File: config.mk
export PLATFORM = sky130hd
export DESIGN_NAME = vector_and_external_irq
export DESIGN_NICKNAME = d
export VERILOG_FILES = /design/src/design/vec_irq_pkg.sv /design/src/design/pin_sync.sv /design/src/design/vector_and_external_irq.sv
export VERILOG_INCLUDE_DIRS = /design/src /design/src/design
export SDC_FILE = /design/constraint.sdc
export NUM_CORES = 1
export LEC_CHECK = 0
export ABC_AREA = 1
export BUFFER_PORTS_ARGS = -buffer_cell sky130_fd_sc_hd__clkbuf_2
export CELL_PAD_IN_SITES_DETAIL_PLACEMENT = 1
export CELL_PAD_IN_SITES_GLOBAL_PLACEMENT = 1
export CORE_ASPECT_RATIO = 1.1
export CORE_UTILIZATION = 38
export DETAILED_ROUTE_END_ITERATION = 7
export PLACE_DENSITY_LB_ADDON = 0.1
export SYNTH_ARGS = -nofsm -noshare
export SYNTH_HDL_FRONTEND = slang
export SYNTH_SLANG_ARGS = --single-unit
File: constraint.sdc
create_clock -name clock -period 2.4 [get_ports clock]
set_clock_uncertainty 0.2 [all_clocks]
set_input_delay 0.48 -clock clock [delete_from_list [all_inputs] [get_ports clock]]
set_output_delay 0.48 -clock clock [all_outputs]
set_load 0.01 [all_outputs]
File: src/design/vec_irq_defines.svh
`ifndef VEC_IRQ_DEFINES_SVH
`define VEC_IRQ_DEFINES_SVH

// Register addresses on the plain register port.
`define CORE_CTRL_ADDR   8'h35
`define IRQ_ENABLE_ADDR  8'h3B
`define IRQ_FLAG_ADDR    8'h3A
`define PC_MASK_ADDR     8'h15

// Field positions inside the registers.
`define SENSE_HI_BIT     1
`define SENSE_LO_BIT     0
`define EXT_EN_BIT       6
`define PC_EN_BIT        5
`define EXT_FLAG_BIT     6
`define PC_FLAG_BIT      5
`define PC_MASK_MSB      5

// Reset values.
`define SENSE_RESET      2'h0
`define MASK_RESET       6'h00
`define DATA_ZERO        8'h00

// Sense-select encodings for the external pin.
`define SENSE_LOW        2'h0
`define SENSE_ANY        2'h1
`define SENSE_FALL       2'h2
`define SENSE_RISE       2'h3

// Vector program addresses, one per source.
`define VEC_RESET        4'h0
`define VEC_EXT          4'h1
`define VEC_PC           4'h2
`define VEC_T1_CMPA      4'h3
`define VEC_T1_OVF       4'h4
`define VEC_T0_OVF       4'h5
`define VEC_MEM_RDY      4'h6
`define VEC_ACOMP        4'h7
`define VEC_CONV         4'h8
`define VEC_T1_CMPB      4'h9
`define VEC_T0_CMPA      4'hA
`define VEC_T0_CMPB      4'hB
`define VEC_WDT          4'hC
`define VEC_SER_START    4'hD
`define VEC_SER_OVF      4'hE
`define VEC_PERIPH_FIRST 4'h3
`define VEC_LAST         4'hE
`define VEC_COUNT        15
`define PERIPH_COUNT     12

// Cycles after reset before the synchronised pins are trusted for edges.
`define PRIME_CYCLES     2'h3
`define PRIME_RESET      2'h0

`endif

File: src/design/vec_irq_pkg.sv
package vec_irq_pkg;

  typedef logic [7:0] reg_addr_t;
  typedef logic [7:0] reg_data_t;
  typedef logic [3:0] vec_addr_t;
  typedef logic [1:0] sense_t;
  typedef logic [5:0] pc_bits_t;
  typedef logic [11:0] periph_bits_t;

endpackage

File: src/design/pin_sync.sv
`timescale 1ns/1ps
`default_nettype none

// Two-stage synchroniser for pin levels; the first stage feeds only the second.
module pin_sync #(
  parameter int WIDTH = 1
) (
  input  wire logic             clock,
  input  wire logic [WIDTH-1:0] pin_in,
  output var  logic [WIDTH-1:0] pin_out
);

  logic [WIDTH-1:0] meta_reg;

  // Data path only, so no reset: the main block ignores edges until it is primed.
  always_ff @(posedge clock) begin
    meta_reg <= pin_in;
    pin_out  <= meta_reg;
  end

endmodule

`default_nettype wire

File: src/design/vector_and_external_irq.sv
// The placing of the registers and strobed register access are this design's own decisions.
`timescale 1ns/1ps
`default_nettype none

`include "vec_irq_defines.svh"

// Function
// - All resets start at vector address zero.
// - External pin vector 1, pin change 2.
// - Timer sources at addresses three to five.
// - Timer compare B and timer zero compares: 9-B.
// - Fifteen vectors, remaining peripherals mapped in order.
// - Interrupts fire even when pins drive outputs.
// - Any unmasked pin-change toggle raises shared request.
// - Pin-change detection needs no I/O clock.
// - External pin senses fall, rise or low.
// - Low level requests while pin stays low.
// - Edges recognised only while I/O clock runs.
// - Low level detected without the I/O clock.
// - Sleep beyond idle stops edge detection.
// - Vanished low level gives no interrupt.
// - Sense codes: low, change, fall, rise.
// - External flag: set on edge, cleared, level-clear.
// - Pin-change flag: set on change, clearable.
// - Per-pin mask plus global pin-change enable.
module vector_and_external_irq (
  input  wire logic                      clock,
  input  wire logic                      sys_rst,
  input  wire vec_irq_pkg::reg_addr_t    bus_addr,
  input  wire vec_irq_pkg::reg_data_t    bus_wdata,
  input  wire logic                      bus_wr,
  input  wire logic                      bus_rd,
  output var  vec_irq_pkg::reg_data_t    bus_rdata,
  input  wire logic                      ext_irq_pin,
  input  wire vec_irq_pkg::pc_bits_t     pin_change_inputs,
  input  wire logic                      io_clock_run,
  input  wire logic                      global_irq_enable,
  input  wire vec_irq_pkg::periph_bits_t periph_irq,
  input  wire logic                      core_ack,
  input  wire vec_irq_pkg::vec_addr_t    core_ack_addr,
  output var  logic                      irq_req,
  output var  vec_irq_pkg::vec_addr_t    irq_addr,
  output var  logic                      wake_req
);

  import vec_irq_pkg::*;

  // Synchronised pin levels, their one-cycle-old copies and the priming count.
  logic                   ext_now;
  pc_bits_t               pc_now;
  logic                   ext_prev_reg;
  pc_bits_t               pc_prev_reg;
  logic [1:0]             prime_cnt_reg;
  logic                   primed;

  // Software-visible control and status.
  sense_t                 sense_reg;
  logic                   ext_en_reg;
  logic                   pc_en_reg;
  pc_bits_t               pin_change_mask;
  logic                   ext_irq_flag;
  logic                   change_irq_flag;

  // Detection and arbitration terms.
  logic                   ext_fall;
  logic                   ext_rise;
  logic                   ext_edge_hit;
  logic                   level_mode;
  logic                   ext_low_req;
  logic                   pc_change;
  logic [`VEC_COUNT-1:0]  pend;
  vec_addr_t              sel_addr;
  logic                   sel_hit;
  logic                   wr_flag;
  logic                   ack_ext;
  logic                   ack_pc;

  // Output registers.
  reg_data_t              rdata_reg;
  reg_data_t              rdata_next;
  logic                   irq_req_reg;
  vec_addr_t              irq_addr_reg;
  logic                   wake_req_reg;

  // The pad input is sampled after the output driver, so a pin that software
  // drives as an output still reaches the detectors below.
  pin_sync #(
    .WIDTH (7)
  ) u_pin_sync (
    .clock   (clock),
    .pin_in  ({ext_irq_pin, pin_change_inputs}),
    .pin_out ({ext_now, pc_now})
  );

  // Previous pin levels, tracked even while the I/O clock is stopped so that
  // a change made during sleep is not seen as an edge on resume.
  always_ff @(posedge clock) begin
    ext_prev_reg <= ext_now;
    pc_prev_reg  <= pc_now;
  end

  // The synchroniser holds no reset value, so edges are ignored until both
  // stages and the previous copy carry real pin levels.
  always_ff @(posedge clock) begin
    if (sys_rst) begin
      prime_cnt_reg <= `PRIME_RESET;
    end else if (!primed) begin
      prime_cnt_reg <= prime_cnt_reg + 2'h1;
    end
  end

  assign primed = (prime_cnt_reg == `PRIME_CYCLES);

  // Edge recognition on the external pin needs the I/O clock; in every sleep
  // mode deeper than idle it is stopped and edges pass unseen.
  assign ext_fall = primed && io_clock_run && ext_prev_reg && !ext_now;
  assign ext_rise = primed && io_clock_run && !ext_prev_reg && ext_now;

  // Sense-select decoding for the external pin.
  always_comb begin
    case (sense_reg)
      `SENSE_LOW:  ext_edge_hit = 1'b0;
      `SENSE_ANY:  ext_edge_hit = ext_fall || ext_rise;
      `SENSE_FALL: ext_edge_hit = ext_fall;
      `SENSE_RISE: ext_edge_hit = ext_rise;
      default:     ext_edge_hit = 1'b0;
    endcase
  end

  // Low level is a live condition, not latched, so it needs no I/O clock and
  // disappears as soon as the pin rises; a level that drops before wake-up
  // completes leaves nothing pending and the core just resumes.
  assign level_mode  = (sense_reg == `SENSE_LOW);
  assign ext_low_req = level_mode && ext_en_reg && !ext_now;

  // Pin-change detection runs off the always-on clock, not the I/O clock;
  // only pins with their mask bit set take part.
  assign pc_change = primed && (|((pc_prev_reg ^ pc_now) & pin_change_mask));

  // Hardware clear by the core when it takes a vector, and software clear by a flag write.
  assign ack_ext = core_ack && (core_ack_addr == `VEC_EXT);
  assign ack_pc  = core_ack && (core_ack_addr == `VEC_PC);
  assign wr_flag = bus_wr && (bus_addr == `IRQ_FLAG_ADDR);

  // External flag: a new edge wins over a clear in the same cycle, and the
  // flag is held clear while the pin is in level mode.
  always_ff @(posedge clock) begin
    if (sys_rst) begin
      ext_irq_flag <= 1'b0;
    end else if (ext_edge_hit) begin
      ext_irq_flag <= 1'b1;
    end else if (level_mode || ack_ext || (wr_flag && bus_wdata[`EXT_FLAG_BIT])) begin
      ext_irq_flag <= 1'b0;
    end
  end

  // Pin-change flag follows the same set-over-clear priority.
  always_ff @(posedge clock) begin
    if (sys_rst) begin
      change_irq_flag <= 1'b0;
    end else if (pc_change) begin
      change_irq_flag <= 1'b1;
    end else if (ack_pc || (wr_flag && bus_wdata[`PC_FLAG_BIT])) begin
      change_irq_flag <= 1'b0;
    end
  end

  // Sense-select bits of the core control register.
  always_ff @(posedge clock) begin
    if (sys_rst) begin
      sense_reg <= `SENSE_RESET;
    end else if (bus_wr && (bus_addr == `CORE_CTRL_ADDR)) begin
      sense_reg <= {bus_wdata[`SENSE_HI_BIT], bus_wdata[`SENSE_LO_BIT]};
    end
  end

  // Source enables for the external pin and the shared pin-change request.
  always_ff @(posedge clock) begin
    if (sys_rst) begin
      ext_en_reg <= 1'b0;
      pc_en_reg  <= 1'b0;
    end else if (bus_wr && (bus_addr == `IRQ_ENABLE_ADDR)) begin
      ext_en_reg <= bus_wdata[`EXT_EN_BIT];
      pc_en_reg  <= bus_wdata[`PC_EN_BIT];
    end
  end

  // Per-pin change mask.
  always_ff @(posedge clock) begin
    if (sys_rst) begin
      pin_change_mask <= `MASK_RESET;
    end else if (bus_wr && (bus_addr == `PC_MASK_ADDR)) begin
      pin_change_mask <= bus_wdata[`PC_MASK_MSB:0];
    end
  end

  // Read mux; unmapped addresses and reserved bits read as zero.
  always_comb begin
    rdata_next = `DATA_ZERO;
    case (bus_addr)
      `CORE_CTRL_ADDR: begin
        rdata_next[`SENSE_HI_BIT] = sense_reg[1];
        rdata_next[`SENSE_LO_BIT] = sense_reg[0];
      end
      `IRQ_ENABLE_ADDR: begin
        rdata_next[`EXT_EN_BIT] = ext_en_reg;
        rdata_next[`PC_EN_BIT]  = pc_en_reg;
      end
      `IRQ_FLAG_ADDR: begin
        rdata_next[`EXT_FLAG_BIT] = ext_irq_flag;
        rdata_next[`PC_FLAG_BIT]  = change_irq_flag;
      end
      `PC_MASK_ADDR: begin
        rdata_next[`PC_MASK_MSB:0] = pin_change_mask;
      end
      default: begin
        rdata_next = `DATA_ZERO;
      end
    endcase
  end

  // Read data stands for exactly the cycle after the read strobe.
  always_ff @(posedge clock) begin
    if (sys_rst) begin
      rdata_reg <= `DATA_ZERO;
    end else if (bus_rd) begin
      rdata_reg <= rdata_next;
    end else begin
      rdata_reg <= `DATA_ZERO;
    end
  end

  // Pending requests indexed by vector address; address zero belongs to the
  // reset entry and never pends. Peripheral bit k sits at address k + 3:
  // timer one compare A, timer one overflow, timer zero overflow, memory
  // write ready, comparator, converter, timer one compare B, timer zero
  // compares A and B, watchdog, serial start and serial overflow.
  always_comb begin
    pend                                  = '0;
    pend[`VEC_EXT]                        = ext_en_reg && (level_mode ? ext_low_req
                                                                     : ext_irq_flag);
    pend[`VEC_PC]                         = pc_en_reg && change_irq_flag;
    pend[`VEC_LAST:`VEC_PERIPH_FIRST]     = periph_irq;
  end

  // Fixed priority: the scan runs downward so the lowest number wins.
  always_comb begin
    sel_addr = `VEC_RESET;
    sel_hit  = 1'b0;
    for (int i = `VEC_COUNT - 1; i >= 1; i--) begin
      if (pend[i]) begin
        sel_addr = 4'(i);
        sel_hit  = 1'b1;
      end
    end
  end

  // Vector presented to the core. The cycle of an acknowledge drops the
  // request so the core never sees a source it has just cleared.
  always_ff @(posedge clock) begin
    if (sys_rst) begin
      irq_req_reg  <= 1'b0;
      irq_addr_reg <= `VEC_RESET;
    end else begin
      irq_req_reg  <= sel_hit && global_irq_enable && !core_ack;
      irq_addr_reg <= sel_hit ? sel_addr : `VEC_RESET;
    end
  end

  // Wake-up asks only for the asynchronous sources; an edge-mode external
  // request cannot appear while the I/O clock is stopped anyway.
  always_ff @(posedge clock) begin
    if (sys_rst) begin
      wake_req_reg <= 1'b0;
    end else begin
      wake_req_reg <= pend[`VEC_EXT] || pend[`VEC_PC];
    end
  end

  assign bus_rdata = rdata_reg;
  assign irq_req   = irq_req_reg;
  assign irq_addr  = irq_addr_reg;
  assign wake_req  = wake_req_reg;
endmodule

`default_nettype wire

==> metrics.yaml <==
run_status:
  outcome: "complete, no violations"
logic_synthesis:
  syn-num-nets: 257
  ys_types: 29
  ys_seq_area_share_pct: 54.5
  netlist_instances: 210
  postSynthAreaPerCell_um2: 8.40
  ys_warn_count: 0
  syn_area_um2: 1760
  ys_ff_latch: 48
detailed_routing:
  wire_per_inst_um: 11.6
  drc: 0
  via_per_inst: 4.62
  ant_nets: 0
  routed-via-count: 1506
  finalWirelength_um: 3780
  first_pass_iters: 4
  drtIter0Drc: 53
power_and_ir_drop:
  ir_drop_v: 0.000395
  pwr_density_cell_nw_per_um2: 649
  leakage_uw: 0.00105
  netSwitchingPower_uw: 334
  power_uw: 1420
  combPwrFrac_pct: 8.4
  intPower_uw: 1080
  clock_power_share_pct: 31.9
  p_sw_share_pct: 23.6
  seqPwrFrac_pct: 59.7
grt:
  use_met2_pct: 30.8
  grt_max_degree: 15
  grt_pass1_vias: 1470
  grt_usage_pct: 17.5
  antenna_found_initial: 0
  met3_usage_pct: 3.42
  use_met1_pct: 20.7
  grt_first_pass_wirelength_um: 6380
  grt_overflow_total: 0
  top_usage_layer: "met2"
place:
  place.gp.congestion: 0.737
  portBuffers: 57
  hpwl_um: 3030
worst_hold_path:
  hold_depth: 1
  hp-class: "in2reg"
  hold_end: "u_pin_sync.meta_reg[0]$_DFF_P_"
  hp-start: "pin_change_inputs[0]"
clocking:
  numCtsBuffers: 5
  cts_buffer_depth: 2
  cts_setup_buffers: 0
  clk_pin_slew_ns: 0.09
  cts_tree: "yes"
  clk_latency_ns: 0.30
  cts_root_buf: "clkbuf_8"
  hold_buffers: 0
  clock-sinks: 48
  cts_resized: 0
  htreeDepth: 2
sta:
  whs_ns: 0.0757
  rsz0062_at_grt: "false"
  max_freq_mhz: 637
  post-route-period-util_pct: 65.4
  fin_crit_ns: 1.57
  slew_violations: 0
  setup_violations: 0
  setup-tns-final_ns: 0
  finalHoldViolCount: 0
setup_path:
  cp_slowest_cell: "dfxtp_1"
  cp_max_fo: 5
  criticalPathCategory: "reg2reg"
  cp-end-kind: "flip-flop"
  crit_cells: 10
  critPathArrivalTime_ns: 1.58
  r2r_slack_ns: 0.83
  critical-path-top-delay-family: "simple AND/OR/NAND/NOR gates"
  critPathMaxStageDelay_ns: 0.37
  crit_chain: "inv_2, nand2_1, nand2_1, a21oi_2, nor3_1, nand2_1, nand2_1, inv_2, nand2_1, nor3_1"
  r2r_start: "sense_reg[0]$_SDFFE_PP0P_"
  worstRegToRegCells: 10
  critical_path_buf_inv_count: 2
  worst_r2r_endpoint: "irq_addr[2]$_SDFF_PP0_"
  required_ns: 2.41
  start_kind: "flip-flop"
  cpMostUsedCell: "nand2_1"
floorplan:
  coreArea_um2: 4380
  start_util_pct: 40.3
  core.rowCount: 25
  dieHeight_um: 73.5
  die_x_um: 67.0
  die_area_um2: 4920
  ioPinCount: 60
layout:
  fillers: 566
  n_antenna_cell: 0
  drive_gt1_share_pct: 29.0
  nNetsFinal: 319
  area_growth_pct: 23.8
flow_run:
  cap_violations: 0
## layer usage
layer,routed length [um],vias to the layer above
met5,0,-
li1,-,795
met3,187,7
met4,58,0
met1,1670,663
met2,1860,41
## cells by family (layout without fill, tap and decap cells)
logic type      after synthesis  in the layout  share of synthesized area, %
compound gates               39             39                          14.2
xor+xnor                      3              3                          1.49
other cells                   1              1                         0.213
fa+ha+maj                     1              1                         0.709
simple gates                 81             81                          20.4
buf+inv                      37             99                          8.51
flops                        48             48                          54.5
## power groups by stage
stage	registers, uW	clock network [uW]	logic (uW)
floorplan	862	0	60.3
global placement	862	0	118
detailed placement	865	0	121
CTS	846	473	122
global route	849	509	136
finish	845	451	120
## final cells by class
type / count / area, um^2 / share of cell area (%)
repair buffers: 58 / 293 / 13.4
well taps: 54 / 67.6 / 3.09
multi-input cells: 125 / 653 / 29.9
clock buffers: 5 / 68.8 / 3.15
clock inverters: 2 / 12.5 / 0.573
flip-flops and latches: 48 / 961 / 44.0
inverters: 34 / 128 / 5.85
## worst register-to-register path, delay by kind of cell (launching register included)
kind | cells | cell delay, ns
buf+inv | 2 | 0.14
flops | 1 | 0.37
compound gates | 1 | 0.17
simple gates | 7 | 0.62
## Yosys cell counts (all sizes together)
cell type / instances / area share (%)
a211oi: 6 / 3.7
a21oi: 17 / 5.0
a31oi: 1 / 0.35
buf: 3 / 1.3
conb: 1 / 0.21
dfxtp: 48 / 54
ha: 1 / 0.71
inv: 34 / 7.2
nand2: 39 / 8.6
nand3: 10 / 2.8
nand4: 3 / 1.1
nor2: 22 / 5.1
nor3: 5 / 2.1
nor3b: 1 / 0.43
nor4: 1 / 0.35
o2111ai: 2 / 0.99
o21ai: 11 / 3.1
o32ai: 2 / 0.99
xnor2: 2 / 0.99
xor2: 1 / 0.50
## per-stage QoR
stage	std cells	worst slack (ns)	area, um^2	utilization, %
2_1_floorplan	210	0.851	1760	-
3_3_place_gp	319	0.601	2100	48.0
3_5_place_dp	319	0.601	2100	48.0
4_1_cts	326	0.831	2180	49.9
5_1_grt	326	0.626	2180	49.9
6_report	326	0.831	2180	49.9
## cell usage in the layout (no fill, tap or decap)
master	instances
xor2_1	1
nor4_1	1
conb_1	1
inv_2	3
a211oi_2	4
o32ai_1	2
nand3_1	10
a21oi_1	16
nor3_1	4
o21ai_1	1
clkbuf_2	57
xnor2_1	2
nand2_1	37
nand4_1	3
nor2_1	19
dfxtp_1	48
nor3_4	1
nand2_2	2
o2111ai_1	2
clkbuf_8	5
clkinvlp_4	1
buf_4	1
inv_1	31
nor2_2	3
a21oi_2	1
nor3b_1	1
o21ai_0	10
a211oi_1	2
a31oi_1	1
ha_1	1
clkinv_2	1
## worst max-delay path by stage
stage	start	to	slack, ns
floorplan	bus_addr[3]	pin_change_mask[2]$_SDFFE_PP0P_	0.85
global placement	bus_addr[3]	pin_change_mask[2]$_SDFFE_PP0P_	0.60
detailed placement	bus_addr[3]	pin_change_mask[5]$_SDFFE_PP0P_	0.60
CTS	sense_reg[0]$_SDFFE_PP0P_	irq_addr[2]$_SDFF_PP0_	0.83
global route	sense_reg[0]$_SDFFE_PP0P_	irq_addr[2]$_SDFF_PP0_	0.63
finish	sense_reg[0]$_SDFFE_PP0P_	irq_addr[2]$_SDFF_PP0_	0.83
Note: power is estimated with default switching activity, not from simulation.
